<file path="src/memb_defs.svh">
`ifndef MEMB_DEFS_SVH
`define MEMB_DEFS_SVH
// register byte offsets on the wishbone slave
`define MEMB_ADR_CTRL      8'h00
`define MEMB_ADR_STAT      8'h04
// control register reset value and writable bits
`define MEMB_CTRL_RST      8'h00
`define MEMB_CTRL_WMASK    8'hB3
// control register field positions
`define MEMB_EXTERNAL_BUS_DISABLE_BIT     7
`define MEMB_WAIT_HI       5
`define MEMB_WAIT_LO       4
`define MEMB_WM_HI         1
`define MEMB_WM_LO         0
// status register field positions
`define MEMB_ST_OWNED      0
`define MEMB_ST_BUSY       1
`define MEMB_ST_EXTERNAL_BUS_DISABLE      2
// bus control port pin positions
`define MEMB_PIN_ALE       0
`define MEMB_PIN_OE        1
`define MEMB_PIN_WRL       2
`define MEMB_PIN_WRH       3
`define MEMB_PIN_BA0       4
`define MEMB_PIN_CE        5
`define MEMB_PIN_LB        6
`define MEMB_PIN_UB        7
// control pins while the bus owns the pins but is idle
`define MEMB_CTRL_IDLE     8'hEE
// timing counts in sys_clk cycles
`define MEMB_TCY_CLKS      8'h04
`define MEMB_ADDR_CLKS     8'h02
`define MEMB_LATCH_CLKS    8'h01
`define MEMB_FINISH_CLKS   8'h01
`define MEMB_WAIT_MAX      2'h3
`endif

</file>
<file path="src/memb_pkg.sv">
package memb_pkg;
   // program memory modes
   typedef enum logic [1:0] {PM_MP, PM_MPBB, PM_EMC, PM_MC} memb_pm_e;
   // kinds of core request
   typedef enum logic [1:0] {K_FETCH, K_TBLRD, K_TABLE_WRITE_OP} memb_kind_e;
   // bus cycle states
   typedef enum logic [2:0] {S_IDLE, S_ADDR, S_LATCH, S_DATA,
                             S_FINISH} memb_state_e;
endpackage

</file>
<file path="src/memb_ctrl.sv">
// Behaviour
// - disable bit set and idle: pins are ports
// - all-external mode: bus always owns pins
// - all-internal mode: ports only, control writes ignored
// - external access takes pins despite disable bit
// - disable deferred until running from internal memory
// - idle bus: lines tristate, strobes high, ale low
// - table cycles stretched by wait code
// - word style: pair writes, high strobe on second
// - byte-select style: byte doubled, high strobe, byte select
// - byte style: byte doubled, high or low strobe
// - sixteen-bit data path only
// - ale high while low address is out
// - output strobe reads both bytes together
// - chip select low per access, high asleep
// - ad line n carries byte address bit n+1 then data bit n
// - bus control port bit order fixed
// - byte style strobe chosen by pointer lsb
// - word style even write: latch only, no strobe
//
// The register addresses and the Wishbone register port were chosen for this implementation.
`timescale 1ns/100ps
`include "memb_defs.svh"
module memb_ctrl (
   input  wire logic                 sys_clk,
   input  wire logic                 sys_rst,
   input  wire logic                 wb_cyc_i,
   input  wire logic                 wb_stb_i,
   input  wire logic                 wb_we_i,
   input  wire logic [7:0]           wb_adr_i,
   input  wire logic [3:0]           wb_sel_i,
   input  wire logic [31:0]          wb_dat_i,
   output logic      [31:0]          wb_dat_o,
   output logic                      wb_ack_o,
   input  memb_pkg::memb_pm_e        pm_mode,
   input  wire logic                 core_exec_ext,
   input  wire logic                 core_sleep,
   input  wire logic                 core_req,
   input  memb_pkg::memb_kind_e      core_kind,
   input  wire logic [20:0]          core_addr,
   input  wire logic [7:0]           core_table_latch,
   output logic                      core_done,
   output logic      [15:0]          core_rdata,
   input  wire logic [7:0]           low_bus_port_dout,
   input  wire logic [7:0]           low_bus_port_oe_n,
   input  wire logic [7:0]           high_bus_port_dout,
   input  wire logic [7:0]           high_bus_port_oe_n,
   input  wire logic [3:0]           upper_address_port_dout,
   input  wire logic [3:0]           upper_address_port_oe_n,
   input  wire logic [7:0]           bus_control_port_dout,
   input  wire logic [7:0]           bus_control_port_oe_n,
   output logic      [7:0]           low_bus_port_din,
   output logic      [7:0]           high_bus_port_din,
   output logic      [3:0]           upper_address_port_din,
   output logic      [7:0]           bus_control_port_din,
   input  wire logic [15:0]          ad_in,
   output logic      [15:0]          ad_out,
   output logic      [15:0]          ad_oe_n,
   input  wire logic [3:0]           upper_addr_in,
   output logic      [3:0]           upper_addr_out,
   output logic      [3:0]           upper_addr_oe_n,
   input  wire logic [7:0]           bus_ctrl_in,
   output logic      [7:0]           bus_ctrl_out,
   output logic      [7:0]           bus_ctrl_oe_n
);
   ////////////////////////////////////////////////////////////////////////
   // data phase length: one instruction cycle plus table waits
   function automatic logic [7:0] data_clks(memb_pkg::memb_kind_e k,
                                            logic [1:0] code);
      logic [7:0] n;
      n = 8'h01;
      if (k != memb_pkg::K_FETCH)
         n = 8'h01 + {6'h00, `MEMB_WAIT_MAX - code};
      data_clks = 8'(n * `MEMB_TCY_CLKS);
   endfunction

   memb_pkg::memb_state_e state_r;       // bus cycle state
   memb_pkg::memb_kind_e  kind_r;        // kind of the cycle in flight
   logic [7:0]            ctrl_r;        // external_bus_control
   logic                  external_bus_disable_app_r;   // disable bit as applied
   logic [20:0]           addr_r;        // captured byte address
   logic [7:0]            tl_r;          // captured table latch byte
   logic [7:0]            hold_r;        // word style low byte latch
   logic [1:0]            wm_r;          // write style of this cycle
   logic [7:0]            dlen_r;        // data phase length of cycle
   logic                  wb_ack_r;      // bus acknowledge
   logic [31:0]           wb_dat_r;      // bus read data
   logic                  done_r;        // request finished pulse
   logic [15:0]           rdata_r;       // read word
   logic [15:0]           ad_nxt, ad_oe_nxt, ad_r, ad_oe_r;
   logic [3:0]            up_nxt, up_oe_nxt, up_r, up_oe_r;
   logic [7:0]            ct_nxt, ct_oe_nxt, ct_r, ct_oe_r;
   logic [27:0]           pins_sync;     // synchronised pin levels
   logic                  busy;          // a bus cycle is running
   logic                  owned;         // bus function holds the pins
   logic                  take;          // accept core request now
   logic                  ph_load;       // start a new phase
   logic [7:0]            ph_val;        // length-1 of next phase
   logic                  ph_done;       // current phase over
   logic                  wb_hit;        // new wishbone access
   logic                  is_wr;         // cycle is a table write

   ////////////////////////////////////////////////////////////////////////
   // pin inputs pass two flops before anything reads them
   memb_sync #(.W(28)) u_sync (
      .sys_clk  (sys_clk),
      .sys_rst  (sys_rst),
      .async_in ({bus_ctrl_in, upper_addr_in, ad_in}),
      .sync_out (pins_sync)
   );
   assign low_bus_port_din       = pins_sync[7:0];
   assign high_bus_port_din      = pins_sync[15:8];
   assign upper_address_port_din = pins_sync[19:16];
   assign bus_control_port_din   = pins_sync[27:20];

   // one shared timer paces every phase of the cycle
   memb_phase_timer u_timer (
      .sys_clk  (sys_clk),
      .sys_rst  (sys_rst),
      .load     (ph_load),
      .load_val (ph_val),
      .expired  (ph_done)
   );

   ////////////////////////////////////////////////////////////////////////
   // wishbone slave: one wait, then ack for one cycle
   assign wb_hit = wb_cyc_i && wb_stb_i && !wb_ack_r;

   always_ff @(posedge sys_clk)
   begin
      if (sys_rst)
         wb_ack_r <= 1'b0;
      else
         wb_ack_r <= wb_hit;
   end

   // read mux, unmapped offsets read zero
   always_ff @(posedge sys_clk)
   begin
      if (sys_rst)
         wb_dat_r <= 32'h0000_0000;
      else if (wb_hit)
      begin
         case (wb_adr_i)
            `MEMB_ADR_CTRL:
               wb_dat_r <= {24'h00_0000, ctrl_r};
            `MEMB_ADR_STAT:
               wb_dat_r <= {29'h0000_0000, external_bus_disable_app_r, busy, owned};
            default:
               wb_dat_r <= 32'h0000_0000;
         endcase
      end
   end

   // control register; reserved bits never store
   always_ff @(posedge sys_clk)
   begin
      if (sys_rst)
         ctrl_r <= `MEMB_CTRL_RST;
      else if (wb_hit && wb_we_i && wb_sel_i[0] &&
               wb_adr_i == `MEMB_ADR_CTRL &&
               pm_mode != memb_pkg::PM_MC)
         ctrl_r <= wb_dat_i[7:0] & `MEMB_CTRL_WMASK;
   end

   // setting the disable bit waits while code runs externally;
   // clearing it acts at once so the bus is never lost
   always_ff @(posedge sys_clk)
   begin
      if (sys_rst)
         external_bus_disable_app_r <= 1'b0;
      else if (!ctrl_r[`MEMB_EXTERNAL_BUS_DISABLE_BIT])
         external_bus_disable_app_r <= 1'b0;
      else if (!core_exec_ext)
         external_bus_disable_app_r <= 1'b1;
   end

   ////////////////////////////////////////////////////////////////////////
   // pin ownership
   assign busy = (state_r != memb_pkg::S_IDLE);
   assign is_wr = (kind_r == memb_pkg::K_TABLE_WRITE_OP);

   always_comb
   begin
      case (pm_mode)
         memb_pkg::PM_MP: owned = 1'b1;
         memb_pkg::PM_MC: owned = 1'b0;
         default:         owned = busy || core_req ||
                                  !external_bus_disable_app_r;
      endcase
   end

   // requests wait while asleep and in the cycle the done pulse is high
   assign take = (state_r == memb_pkg::S_IDLE) && core_req &&
                 !core_sleep && !done_r;

   ////////////////////////////////////////////////////////////////////////
   // bus cycle sequencer
   always_ff @(posedge sys_clk)
   begin
      if (sys_rst)
         state_r <= memb_pkg::S_IDLE;
      else
      begin
         case (state_r)
            memb_pkg::S_IDLE:
               if (take && pm_mode == memb_pkg::PM_MC)
                  state_r <= memb_pkg::S_FINISH;      // no bus to use
               else if (take)
                  state_r <= memb_pkg::S_ADDR;
            memb_pkg::S_ADDR:
               if (ph_done)
                  state_r <= memb_pkg::S_LATCH;
            memb_pkg::S_LATCH:
               if (ph_done)
                  state_r <= memb_pkg::S_DATA;
            memb_pkg::S_DATA:
               if (ph_done)
                  state_r <= memb_pkg::S_FINISH;
            memb_pkg::S_FINISH:
               if (ph_done)
                  state_r <= memb_pkg::S_IDLE;
            default:
               state_r <= memb_pkg::S_IDLE;
         endcase
      end
   end

   // phase loads on every move of the sequencer except the return to idle
   always_comb
   begin
      ph_load = 1'b0;
      ph_val  = 8'h00;
      case (state_r)
         memb_pkg::S_IDLE:
         begin
            ph_load = take;
            ph_val  = (pm_mode == memb_pkg::PM_MC) ?
                      `MEMB_FINISH_CLKS - 8'h01 : `MEMB_ADDR_CLKS - 8'h01;
         end
         memb_pkg::S_ADDR:
         begin
            ph_load = ph_done;
            ph_val  = `MEMB_LATCH_CLKS - 8'h01;
         end
         memb_pkg::S_LATCH:
         begin
            ph_load = ph_done;
            ph_val  = dlen_r - 8'h01;
         end
         memb_pkg::S_DATA:
         begin
            ph_load = ph_done;
            ph_val  = `MEMB_FINISH_CLKS - 8'h01;
         end
         default:
         begin
            ph_load = 1'b0;
            ph_val  = 8'h00;
         end
      endcase
   end

   // request capture; the word latch takes even-address bytes
   always_ff @(posedge sys_clk)
   begin
      if (sys_rst)
      begin
         kind_r <= memb_pkg::K_FETCH;
         addr_r <= 21'h00_0000;
         tl_r   <= 8'h00;
         wm_r   <= 2'h0;
         dlen_r <= `MEMB_TCY_CLKS;
         hold_r <= 8'h00;
      end
      else if (take)
      begin
         kind_r <= core_kind;
         addr_r <= core_addr;
         tl_r   <= core_table_latch;
         wm_r   <= ctrl_r[`MEMB_WM_HI:`MEMB_WM_LO];
         dlen_r <= data_clks(core_kind,
                             ctrl_r[`MEMB_WAIT_HI:`MEMB_WAIT_LO]);
         if (core_kind == memb_pkg::K_TABLE_WRITE_OP &&
             ctrl_r[`MEMB_WM_HI] && !core_addr[0])
            hold_r <= core_table_latch;
      end
   end

   // read word sampled at the end of the data phase
   always_ff @(posedge sys_clk)
   begin
      if (sys_rst)
         rdata_r <= 16'h0000;
      else if (state_r == memb_pkg::S_DATA && ph_done && !is_wr)
         rdata_r <= pins_sync[15:0];
   end

   // done pulse as the cycle returns to idle
   always_ff @(posedge sys_clk)
   begin
      if (sys_rst)
         done_r <= 1'b0;
      else
         done_r <= (state_r == memb_pkg::S_FINISH) && ph_done;
   end

   ////////////////////////////////////////////////////////////////////////
   // next pin levels; control pins idle as ale and ba0 low, rest high
   always_comb
   begin
      ad_nxt    = 16'h0000;
      ad_oe_nxt = 16'hFFFF;
      up_nxt    = 4'h0;
      up_oe_nxt = 4'hF;
      ct_nxt    = `MEMB_CTRL_IDLE;
      ct_oe_nxt = 8'h00;
      if (!owned)
      begin
         ad_nxt    = {high_bus_port_dout, low_bus_port_dout};
         ad_oe_nxt = {high_bus_port_oe_n, low_bus_port_oe_n};
         up_nxt    = upper_address_port_dout;
         up_oe_nxt = upper_address_port_oe_n;
         ct_nxt    = bus_control_port_dout;
         ct_oe_nxt = bus_control_port_oe_n;
      end
      else if (busy)
      begin
         up_nxt    = addr_r[20:17];
         up_oe_nxt = 4'h0;
         ct_nxt[`MEMB_PIN_CE]  = 1'b0;
         ct_nxt[`MEMB_PIN_BA0] = addr_r[0];
         case (state_r)
            memb_pkg::S_ADDR, memb_pkg::S_LATCH:
            begin
               ad_nxt    = addr_r[16:1];
               ad_oe_nxt = 16'h0000;
               ct_nxt[`MEMB_PIN_ALE] =
                  (state_r == memb_pkg::S_ADDR);
            end
            memb_pkg::S_DATA, memb_pkg::S_FINISH:
            begin
               if (!is_wr)
               begin
                  ct_nxt[`MEMB_PIN_UB] = 1'b0;
                  ct_nxt[`MEMB_PIN_LB] = 1'b0;
                  ct_nxt[`MEMB_PIN_OE] =
                     (state_r != memb_pkg::S_DATA);
               end
               else if (wm_r[1])
               begin
                  if (addr_r[0])
                  begin
                     ad_nxt    = {tl_r, hold_r};
                     ad_oe_nxt = 16'h0000;
                     ct_nxt[`MEMB_PIN_UB]  = 1'b0;
                     ct_nxt[`MEMB_PIN_LB]  = 1'b0;
                     ct_nxt[`MEMB_PIN_WRH] =
                        (state_r != memb_pkg::S_DATA);
                  end
               end
               else if (wm_r[0])
               begin
                  ad_nxt    = {tl_r, tl_r};
                  ad_oe_nxt = 16'h0000;
                  ct_nxt[`MEMB_PIN_UB]  = !addr_r[0];
                  ct_nxt[`MEMB_PIN_LB]  = addr_r[0];
                  ct_nxt[`MEMB_PIN_WRH] = (state_r != memb_pkg::S_DATA);
               end
               else
               begin
                  ad_nxt    = {tl_r, tl_r};
                  ad_oe_nxt = 16'h0000;
                  if (state_r == memb_pkg::S_DATA)
                  begin
                     ct_nxt[`MEMB_PIN_WRH] = !addr_r[0];
                     ct_nxt[`MEMB_PIN_WRL] = addr_r[0];
                  end
               end
            end
            default:
               ad_oe_nxt = 16'hFFFF;
         endcase
      end
   end

   // every pin leaves from a flop; reset leaves all pins floating
   always_ff @(posedge sys_clk)
   begin
      if (sys_rst)
      begin
         ad_r    <= 16'h0000;
         ad_oe_r <= 16'hFFFF;
         up_r    <= 4'h0;
         up_oe_r <= 4'hF;
         ct_r    <= 8'h00;
         ct_oe_r <= 8'hFF;
      end
      else
      begin
         ad_r    <= ad_nxt;
         ad_oe_r <= ad_oe_nxt;
         up_r    <= up_nxt;
         up_oe_r <= up_oe_nxt;
         ct_r    <= ct_nxt;
         ct_oe_r <= ct_oe_nxt;
      end
   end

   assign ad_out          = ad_r;
   assign ad_oe_n         = ad_oe_r;
   assign upper_addr_out  = up_r;
   assign upper_addr_oe_n = up_oe_r;
   assign bus_ctrl_out    = ct_r;
   assign bus_ctrl_oe_n   = ct_oe_r;
   assign wb_ack_o        = wb_ack_r;
   assign wb_dat_o        = wb_dat_r;
   assign core_done       = done_r;
   assign core_rdata      = rdata_r;

   ////////////////////////////////////////////////////////////////////////
   // checks; helper counter measures the data phase
   logic [7:0] dcnt_r;
   logic [1:0] wcode_r;   // wait code seen when the cycle was taken
   always_ff @(posedge sys_clk)
   begin
      if (sys_rst || state_r != memb_pkg::S_DATA)
         dcnt_r <= 8'h00;
      else
         dcnt_r <= dcnt_r + 8'h01;
   end

   // kept apart from dlen_r so the check does not reuse its sum
   always_ff @(posedge sys_clk)
   begin
      if (sys_rst)
         wcode_r <= 2'h0;
      else if (take)
         wcode_r <= ctrl_r[`MEMB_WAIT_HI:`MEMB_WAIT_LO];
   end
endmodule // memb_ctrl

</file>
<file path="src/memb_phase_timer.sv">
`timescale 1ns/100ps
module memb_phase_timer (
   input  wire logic       sys_clk,
   input  wire logic       sys_rst,
   input  wire logic       load,
   input  wire logic [7:0] load_val,
   output logic            expired
);
   logic [7:0] cnt_r;   // cycles left in the phase

   // a phase lasts load_val+1 cycles from the load
   always_ff @(posedge sys_clk)
   begin
      if (sys_rst)
         cnt_r <= 8'h00;
      else if (load)
         cnt_r <= load_val;
      else if (cnt_r != 8'h00)
         cnt_r <= cnt_r - 8'h01;
   end

   assign expired = (cnt_r == 8'h00);
endmodule // memb_phase_timer

</file>
<file path="src/memb_sync.sv">
`timescale 1ns/100ps
module memb_sync #(
   parameter int W = 28
) (
   input  wire logic         sys_clk,
   input  wire logic         sys_rst,
   input  wire logic [W-1:0] async_in,
   output logic      [W-1:0] sync_out
);
   logic [W-1:0] meta_r;   // first stage, read only by the second

   // two-stage synchroniser for pin inputs
   always_ff @(posedge sys_clk)
   begin
      if (sys_rst)
      begin
         meta_r   <= '0;
         sync_out <= '0;
      end
      else
      begin
         meta_r   <= async_in;
         sync_out <= meta_r;
      end
   end
endmodule // memb_sync

</file>
<file path="config.mk">
export PLATFORM = sky130hd
export DESIGN_NAME = memb_ctrl
export DESIGN_NICKNAME = d
export VERILOG_FILES = /design/src/memb_pkg.sv /design/src/memb_ctrl.sv /design/src/memb_phase_timer.sv /design/src/memb_sync.sv
export VERILOG_INCLUDE_DIRS = /design/src
export SDC_FILE = /design/constraint.sdc
export NUM_CORES = 1
export LEC_CHECK = 0
export BUFFER_PORTS_ARGS = -buffer_cell sky130_fd_sc_hd__buf_2
export CORE_MARGIN = 2
export CORE_UTILIZATION = 48
export CTS_BUF_LIST = sky130_fd_sc_hd__clkbuf_16
export DETAILED_ROUTE_END_ITERATION = 10
export PLACE_DENSITY_LB_ADDON = 0.2
export SETUP_SLACK_MARGIN = 0.15
export SLEW_MARGIN = 25
export SYNTH_ARGS = -nofsm -noshare
export SYNTH_HDL_FRONTEND = slang
export SYNTH_HIERARCHICAL = 1
export SYNTH_SLANG_ARGS = --single-unit
</file>
<file path="constraint.sdc">
create_clock -name sys_clk -period 3.25 [get_ports sys_clk]
set_clock_uncertainty 0.1 [all_clocks]
set_input_delay 0.325 -clock sys_clk [delete_from_list [all_inputs] [get_ports sys_clk]]
set_output_delay 0.325 -clock sys_clk [all_outputs]
set_load 0.005 [all_outputs]
</file>
==> results of run 1 <==
Yosys cell counts (3+ instances only):
| master | n |
|---|---|
| buf_6 | 6 |
| nand2_1 | 134 |
| xnor2_1 | 5 |
| nor2b_1 | 27 |
| nand2b_1 | 3 |
| buf_2 | 17 |
| a21o_1 | 17 |
| dfxtp_1 | 197 |
| ha_1 | 6 |
| nor2_1 | 50 |
| a221o_1 | 12 |
| inv_1 | 14 |
| mux2i_1 | 14 |
| nor4_1 | 4 |
| o21ai_0 | 4 |
| nor2b_2 | 31 |
| o32ai_1 | 4 |
| clkbuf_1 | 23 |
| nand3b_1 | 4 |
| and3_1 | 6 |
| a21oi_1 | 68 |
| o2bb2ai_1 | 8 |
| buf_4 | 26 |
| nor3b_1 | 3 |
| a211oi_1 | 3 |
| nand3_1 | 10 |
| nor3_1 | 14 |
| a22oi_1 | 17 |
cell type report:
class | instances | area, um^2
timing repair buffer | 311 | 1860
tap | 188 | 235
sequential | 197 | 3940
clock inverter | 15 | 159
inverter | 15 | 56.3
clock buffer | 17 | 425
fill | 1260 | 5390
multi-input combinational | 503 | 2960
antenna | 1 | 2.50
worst reg2reg max path, stage by stage (launching register included):
cell,delay [ps]
dfxtp_1,360
nor4_4,360
and4bb_1,590
and3_1,690
nand2_1,150
a21oi_1,150
per-layer routing:
layer  vias to the layer above  GRT usage  wire length [um]
met1                      2794      0.271              7800
met2                       205      0.389              8970
met3                        15     0.0942              1670
met4                         0     0.0556               206
li1                       3095          -                 -
met5                         -          0                 0
registers in the layout, indices dropped and copies added, names as in the netlist, 4 cells and up:
name,cells
tl_r,8
core_rdata,16
u_sync/meta_r,28
wb_dat_o,6
hold_r,8
ad_oe_n,16
ctrl_r,5
bus_ctrl_out,8
upper_addr_oe_n,4
u_sync/sync_out,28
ad_out,16
bus_ctrl_oe_n,8
upper_addr_out,4
addr_r,21
u_timer/cnt_r,8
cell families after synthesis:
kind of cell / after synthesis / synth area share
AND/OR/NAND/NOR: 306 / 0.218
multiplexers: 14 / 0.0192
buffers and inverters: 87 / 0.0672
flip-flops: 197 / 0.540
XOR/XNOR: 6 / 0.00720
adder cells (fa/ha/maj): 6 / 0.0103
other: 1 / 0.000514
AO/OA/AOI/OAI: 145 / 0.137
final timing paths:
path	end	cells after the start
worst max-delay path	core_rdata[8]	5
worst min-delay path	bus_ctrl_oe_n[3]	3
worst max register to register	core_rdata[8]	5
worst min register to register	u_sync/sync_out[6]	1
stage by stage:
| stage | power, mW | worst slack (ps) | area [um^2] | util |
|---|---|---|---|---|
| 6_report | 5.70 | 774 | 9640 | 0.641 |
| 5_1_grt | 5.99 | 545 | 9640 | 0.641 |
| 3_5_place_dp | 3.66 | 797 | 8520 | 0.567 |
| 3_3_place_gp | 3.65 | 809 | 8520 | 0.567 |
| 4_1_cts | 5.74 | 772 | 9630 | 0.640 |
| 2_1_floorplan | 3.40 | 986 | 7390 | - |
repair_timing:
| action | CTS | global route |
|---|---|---|
| gates resized for setup | 0 | 0 |
| hold buffers | 52 | 1 |
| hold endpoints to repair | 52 | 1 |
power groups by stage:
stage                     sequential, mW  clock (mW)  combinational (mW)
after CTS                           2.70        2.08               0.953
after floorplan                     2.74           0               0.660
after global routing                2.72        2.19                1.07
final                               2.70        2.04               0.956
after global placement              2.76           0               0.898
after detailed placement            2.76           0               0.900
==> impl_metrics.csv, run 1 <==
group,metric,value,unit
synthesis,ys_seq_area_frac,0.540,
synthesis,synthTopCellsByArea,"dfxtp_1, nand2_1, a21oi_1",
synthesis,syn_avg_cell_area,9.58,um^2
power,p_switching,1.62,mW
grt,grt.total_usage,0.229,
critical_path,worstReg2RegStart,"u_timer/cnt_r[3]",
flow_run,drv_cap,0,
detailed_routing,dr_total_vias,6109,
critical_path,rrSetupSlack,770,ps
place,placed_cells,1161,
detailed_routing,drtIter0Drc,330,
power,seq_power_share,0.474,
synthesis,netlist.area_leader.share,0.540,
layout,drive_above_1_share,0.317,
synthesis,syn_inst,762,
layout,area_growth,32.0,%
synthesis,netlist_area,7300,um^2
detailed_routing,wl_per_cell,15.0,um
critical_path,crit_slowest_cell,"and3_1",
power,ir_drop,391,uV
critical_path,critPathLaunchType,"flip-flop",
cts,cts_root_buffer,"clkbuf_16",
critical_path,cp_top_family,"simple AND/OR/NAND/NOR gates",
power,leakage,4.29,nW
critical_path,worst-setup-path-type,"flip-flop to flip-flop",
synthesis,synth_top_area_cell,"dfxtp_1",
critical_path,worstPathArrival,2730,ps
critical_path,critPathBufInv,0,
grt,grt_first_pass_wirelength,29400,um
critical_path,startpoint,"u_timer/cnt_r[3]",
timing,rsz0062_at_grt,"no",
floorplanning,coreArea,15000,um^2
place,gp_congestion,0.795,
critical_path,cp_slowest_stage_delay,690,ps
power,p_comb_frac,0.168,
floorplanning,rows,45,
grt,grt_max_degree,78,
grt,grt_pass1_vias,5864,
synthesis,synth.distinct_cells,56,
cts,clk_pin_slew_worst_paths,70,ps
critical_path,cp_max_fo,16,
cts,cts_tree,"yes",
place,hpwl,12600,um
floorplanning,ios,303,
cts,htreeDepth,4,
cts,insertion_delay,430,ps
cts,clock-sinks,197,
timing,setup_violations,0,
critical_path,cp.required,3510,ps
timing,fin_crit,2480,ps
timing,slew-limit-headroom,0.398,
power,p_per_area,591,nW/um^2
floorplanning,die_x,127,um
layout,final_common_cell,"buf_2",
cts,cts_setup_buffers,0,
power,power_frac_clock,0.358,
floorplanning,die-area,16200,um^2
synthesis,synth_warnings,6,
layout,most-common-layout-cells,"buf_2, dfxtp_1, nand2_1, a21oi_1, dlygate4sd3_1",
timing,whs,10.6,ps
floorplanning,die_h,127,um
timing,finalCritPeriodShare,0.762,
timing,max_freq,404,MHz
synthesis,synth-seq-cells,197,
detailed_routing,finalWirelength,18600,um
cts,clockBufferDepth,2,
cts,numCtsBuffers,17,
power,internal_power,4.08,mW
synthesis,synth_edf_count,0,
layout,fin_nets,1220,
critical_path,path_cells,"nor4_4 > and4bb_1 > and3_1 > nand2_1 > a21oi_1",
grt,grt_remaining_overflow,0,
place,portBuffers,246,
timing,tightest_slew,904,ps
hold_path,hold_path_startpoint,"bus_control_port_oe_n[3]",
critical_path,worstSetupEndpointType,"flip-flop",
timing,final_hold_viol_count,0,
synthesis,synthFlopType,"dfxtp_1",
hold_path,hp-class,"input pin to flip-flop",
layout,finalNonFillerCells,1247,
power,swShare,0.284,
timing,fin_tns_setup,0,ps
timing,drv_slew,0,
synthesis,async_flop_share,0,
floorplanning,start_util,0.486,
detailed_routing,drc,0,
grt,antenna_found_initial,2,
detailed_routing,ant_nets,0,
detailed_routing,via_per_inst,4.90,
status,outcome,"complete, no violations",
detailed_routing,first_pass_iters,5,
No activity file was read; power rests on OpenSTA's default activity.
==> run 2: changes to the inputs <==
==> constraint.sdc (replaced) <==
create_clock -name sys_clk -period 2.6 [get_ports sys_clk]
set_clock_uncertainty 0.1 [all_clocks]
set_input_delay 0.26 -clock sys_clk [delete_from_list [all_inputs] [get_ports sys_clk]]
set_output_delay 0.26 -clock sys_clk [all_outputs]
set_load 0.005 [all_outputs]
==> impl_metrics.csv, run 2 (synthesis gave the netlist of run 1 again) <==
group,metric,value,unit
status,outcome,"complete, no violations",
grt,grt_max_degree,74,
floorplanning,coreArea,15000,um^2
timing,rsz0062_at_grt,"no",
critical_path,cp_slowest_stage_delay,770,ps
layout,final_util,0.687,
critical_path,worstSetupEndpointType,"flip-flop",
power,ir_drop,520,uV
detailed_routing,drc,0,
critical_path,crit_slowest_cell,"nor2_1",
floorplanning,die_h,127,um
timing,finalCritPeriodShare,0.842,
detailed_routing,finalWirelength,21000,um
critical_path,cp_top_family,"simple AND/OR/NAND/NOR gates",
hold_path,hp-class,"input pin to flip-flop",
timing,max_freq,457,MHz
grt,grt_remaining_overflow,0,
floorplanning,rows,45,
detailed_routing,dr_total_vias,6585,
grt,grt_first_pass_wirelength,32800,um
cts,holdBufCountCts,114,
floorplanning,die_x,127,um
detailed_routing,first_pass_iters,6,
layout,fin_nets,1289,
layout,most-common-layout-cells,"buf_2, dfxtp_1, nand2_1, dlygate4sd3_1, a21oi_1",
cts,cts_setup_buffers,0,
timing,drv_slew,0,
layout,final_common_cell,"buf_2",
timing,tightest_slew,1020,ps
cts,insertion_delay,430,ps
layout,drive_above_1_share,0.300,
cts,clock-sinks,197,
detailed_routing,drtIter0Drc,418,
floorplanning,start_util,0.486,
critical_path,critPathLaunchType,"flip-flop",
cts,cts_tree,"yes",
timing,slew-limit-headroom,0.319,
grt,grt_pass1_vias,6393,
place,portBuffers,246,
detailed_routing,via_per_inst,5.01,
detailed_routing,ant_nets,0,
power,p_per_area,720,nW/um^2
layout,fillers,1160,
timing,setup_violations,0,
timing,fin_tns_setup,0,ps
grt,grt.total_usage,0.258,
timing,fin_ws,412,ps
cts,clk_pin_slew_worst_paths,70,ps
cts,htreeDepth,4,
floorplanning,die-area,16200,um^2
critical_path,worst-setup-path-type,"flip-flop to flip-flop",
timing,final_hold_viol_count,0,
critical_path,path_cells,"nor3_2 > a21oi_2 > nor2_1 > buf_4 > o2bb2ai_1",
place,dpl_worst_slack,247,ps
critical_path,worstPathArrival,2430,ps
power,leakage,4.61,nW
place,hpwl,13000,um
detailed_routing,wl_per_cell,16.0,um
power,p_total,7.44,mW
critical_path,critPathBufInv,1,
floorplanning,ios,303,
critical_path,cp_max_fo,12,
place,gp_congestion,0.814,
cts,clockBufferDepth,2,
layout,area_growth,41.5,%
timing,whs,15.9,ps
grt,antenna_found_initial,0,
flow_run,drv_cap,0,
cts,cts_root_buffer,"clkbuf_16",
layout,top_regs,"u_sync/meta_r: 28 flops, u_sync/sync_out: 28 flops, addr_r: 21 flops",
critical_path,cp.required,2840,ps
cts,ctsResizeCount,0,
layout,diodes,0,
timing,fin_crit,2190,ps
cts,numCtsBuffers,17,
run 2: changes by cell type in the layout (fill, tap and decap cells not counted):
cell	previous run	this run
diode_2	1	0
inv_6	5	3
bufinv_16	0	4
clkinv_2	0	1
inv_8	3	0
inv_1	14	16
clkinv_8	3	0
dlygate4sd3_1	53	114
buf_4	12	20
clkinvlp_4	2	0
clkinv_1	1	3
run 2: per-stage QoR:
| stage | std cells | cell area [um^2] |
|---|---|---|
| floorplan | 787 | 7390 |
| global placement | 1169 | 8580 |
| detailed placement | 1169 | 8580 |
| CTS | 1314 | 10300 |
| global route | 1314 | 10300 |
| finish | 1314 | 10300 |
run 2: final timing paths:
path | slack [ps] | from | to | cells after the start
hold reg to reg | 340 | u_sync/meta_r[6] | u_sync/sync_out[6] | 1
setup reg to reg | 410 | state_r[1] | ad_out[9] | 5
setup / recovery | 410 | state_r[1] | ad_out[9] | 5
hold / removal | 20 | bus_control_port_dout[1] | bus_ctrl_out[1] | 3
run 2: cell type report:
cell class,count,area [um^2],area share
Timing Repair Buffer,380,2530,0.245
Tap cell,188,235,0.0228
Inverter,15,56.3,0.00545
Multi-Input combinational cell,503,2960,0.286
Clock inverter,14,184,0.0178
Sequential cell,197,3940,0.382
Clock buffer,17,425,0.0412
run 2: report_power, final:
part | total (mW) | switching [mW] | internal [mW]
Sequential | 3.39 | 0.144 | 3.24
Clock | 2.71 | 1.11 | 1.60
Combinational | 1.34 | 0.677 | 0.660
Total | 7.44 | 1.93 | 5.51
run 2: worst register-to-register path: cells and delay by family (launching register included):
family,cells,cell delay (ps)
and+or+nand+nor,2,1040
DFF,1,440
AOI/OAI and AO/OA,2,240
buffers and inverters,1,290
run 2: routing by layer:
layer / vias up / track usage / routed length, um
li1: 3222 / - / -
met1: 3027 / 0.295 / 8220
met2: 292 / 0.447 / 10400
met3: 44 / 0.0850 / 1840
met4: 0 / 0.102 / 518
met5: - / 0 / 0
==> run 3: changes to the inputs <==
--- a/config.mk
+++ b/config.mk
@@ -6,9 +6,10 @@
 export SDC_FILE = /design/constraint.sdc
 export NUM_CORES = 1
 export LEC_CHECK = 0
+export ABC_AREA = 1
 export BUFFER_PORTS_ARGS = -buffer_cell sky130_fd_sc_hd__buf_2
 export CORE_MARGIN = 2
-export CORE_UTILIZATION = 48
+export CORE_UTILIZATION = 44
 export CTS_BUF_LIST = sky130_fd_sc_hd__clkbuf_16
 export DETAILED_ROUTE_END_ITERATION = 10
 export PLACE_DENSITY_LB_ADDON = 0.2
==> constraint.sdc (replaced) <==
create_clock -name sys_clk -period 1.9 [get_ports sys_clk]
set_clock_uncertainty 0.1 [all_clocks]
set_input_delay 0.19 -clock sys_clk [delete_from_list [all_inputs] [get_ports sys_clk]]
set_output_delay 0.19 -clock sys_clk [all_outputs]
set_load 0.005 [all_outputs]
==> impl_metrics.csv, run 3 <==
group,metric,value,unit
grt,grt_pass1_vias,6746,
synthesis,synthTopCellsByArea,"dfxtp_1, nand2_1, nor2_1",
critical_path,path_cells,"inv_2 > ha_4 > nand2_4 > nor2_8 > inv_4 > o31ai_4 > buf_6 > inv_2 > o21ai_0 > nor3_2",
timing,fin_crit,1660,ps
synthesis,synth.distinct_cells,35,
critical_path,cp_max_fo,6,
layout,fin_area,10900,um^2
power,leakage,5.36,nW
synthesis,netlist_area,7520,um^2
synthesis,ys_top_cells_by_count,"nand2_1, nor2_1, dfxtp_1",
timing,final_hold_viol_count,0,
cts,htreeDepth,4,
cts,clock-sinks,197,
timing,drv_slew,0,
cts,clk_pin_slew_worst_paths,70,ps
detailed_routing,drtIter0Drc,309,
critical_path,worst-setup-path-type,"flip-flop to flip-flop",
power,ir_drop,707,uV
critical_path,cp_slowest_stage_delay,330,ps
synthesis,syn_inst,990,
timing,max_freq,603,MHz
cts,numCtsBuffers,17,
cts,clockBufferDepth,2,
layout,most-common-layout-cells,"buf_2, nand2_1, nor2_1, dfxtp_1, dlygate4sd3_1",
critical_path,cp_top_family,"compound AO/OA/AOI/OAI gates",
synthesis,async_flop_share,0,
synthesis,yosysMostFrequentCell,"nand2_1",
detailed_routing,wl_per_cell,12.8,um
timing,slew-limit-headroom,0.640,
synthesis,synth_edf_count,0,
grt,grt_max_degree,57,
cts,cts_tree,"yes",
detailed_routing,dr_total_vias,7244,
timing,setup_violations,0,
critical_path,critPathBufInv,4,
grt,grt_first_pass_wirelength,32600,um
hold_path,hp-class,"input pin to flip-flop",
detailed_routing,wl_met1,8820,um
layout,fin_nets,1543,
floorplanning,coreArea,16600,um^2
floorplanning,rows,47,
power,p_per_area,995,nW/um^2
synthesis,synth-seq-cells,197,
floorplanning,start_util,0.452,
floorplanning,ios,303,
cts,cts_root_buffer,"clkbuf_16",
detailed_routing,finalWirelength,20400,um
place,dpl_cell_area,8930,um^2
detailed_routing,dr_wl_met3,1620,um
grt,grt.total_usage,0.223,
detailed_routing,ant_nets,0,
synthesis,ys_seq_area_frac,0.524,
layout,area_growth,44.5,%
critical_path,worstSetupEndpointType,"flip-flop",
synthesis,synthFlopType,"dfxtp_1",
layout,final_util,0.653,
layout,top_regs,"u_sync/meta_r: 28 flops, u_sync/sync_out: 28 flops, addr_r: 21 flops",
layout,drive_above_1_share,0.253,
detailed_routing,via_per_inst,4.52,
critical_path,critPathLaunchType,"flip-flop",
place,hpwl,13500,um
grt,grt_remaining_overflow,0,
timing,finalCritPeriodShare,0.873,
synthesis,netlist.area_leader.share,0.524,
layout,diodes,0,
detailed_routing,first_pass_iters,5,
flow_run,drv_cap,0,
floorplanning,die_h,135,um
synthesis,synth_warnings,6,
place,dpl_worst_slack,-7.12,ps
timing,rsz0062_at_grt,"yes",
layout,final_common_cell,"buf_2",
detailed_routing,drc,0,
floorplanning,die-area,18200,um^2
critical_path,cpMostUsedCell,"inv_2",
cts,insertion_delay,430,ps
place,gp_congestion,0.845,
floorplanning,die_x,135,um
timing,tightest_slew,540,ps
detailed_routing,wl_met2,9740,um
status,outcome,"complete, no violations",
place,portBuffers,246,
critical_path,cp.required,2110,ps
timing,fin_ws,241,ps
critical_path,crit_slowest_cell,"dfxtp_2",
critical_path,worstPathArrival,1870,ps
grt,antenna_found_initial,0,
detailed_routing,top_layer,"met4",
synthesis,synth_top_area_cell,"dfxtp_1",
synthesis,syn_avg_cell_area,7.60,um^2
run 3: worst register-to-register path, delay by kind of cell, from the launching register on:
family,cells,cell delay (ps)
fa+ha+maj,1,160
buf+inv,4,330
flops,1,330
simple gates,3,250
compound gates,2,390
run 3: path summary, 6_finish.rpt:
kind | from | end | slack, ps | cells after the start
min | wb_adr_i[4] | wb_dat_o[2] | 50 | 6
max | u_timer/cnt_r[0] | u_timer/cnt_r[2] | 240 | 10
min reg2reg | u_sync/meta_r[22] | u_sync/sync_out[22] | 300 | 2
max reg2reg | u_timer/cnt_r[0] | u_timer/cnt_r[2] | 240 | 10
run 3: power by group:
part | total, mW | switching (mW) | internal, mW
clock network | 3.45 | 1.71 | 1.74
logic | 2.58 | 1.43 | 1.16
registers | 4.78 | 0.222 | 4.55
run 3: repair_timing:
item | 4_1_cts | 5_1_grt
gates resized for setup | 8 | 16
buffers inserted | 3 | 2
pin swaps | 0 | 4
endpoints found under the setup margin | 8 | 39
endpoints found under the hold margin | 130 | 0
hold buffers | 125 | 0
run 3: cell families (layout without fill, tap and decap cells):
logic type,after synthesis,in the layout,share of synthesized area
DFF,197,197,0.524
and+or+nand+nor,487,487,0.266
AOI/OAI and AO/OA,127,127,0.0862
xor gates and xnor gates,3,3,0.00349
adders and majority gates,6,6,0.00998
other,1,26,0.000499
buffers and inverters,169,535,0.109
run 3: per-stage QoR:
stage | hold WS, ps | cells | setup TNS, ps | total power [mW]
5_1_grt | 85.5 | 1601 | 0 | 11.4
2_1_floorplan | 159 | 1015 | 0 | 6.28
3_5_place_dp | 281 | 1439 | -7.12 | 7.01
6_report | 53.2 | 1601 | 0 | 10.8
3_3_place_gp | 277 | 1439 | 0 | 6.97
4_1_cts | 33.6 | 1599 | 0 | 10.8
run 3: per-layer routing:
metal  track usage  vias to the layer above
met2         0.382                      249
met4        0.0655                        0
met1         0.271                     3209
li1              -                     3771
met5             0                        -
met3        0.0679                       15
run 3: cell type report:
class	count	area, um^2
fillers	1397	5780
flip-flops and latches	197	3950
multi-input cells	649	2920
repair buffers	404	2780
clock buffers	17	425
inverters	99	377
well taps	220	275
clock inverters	15	135
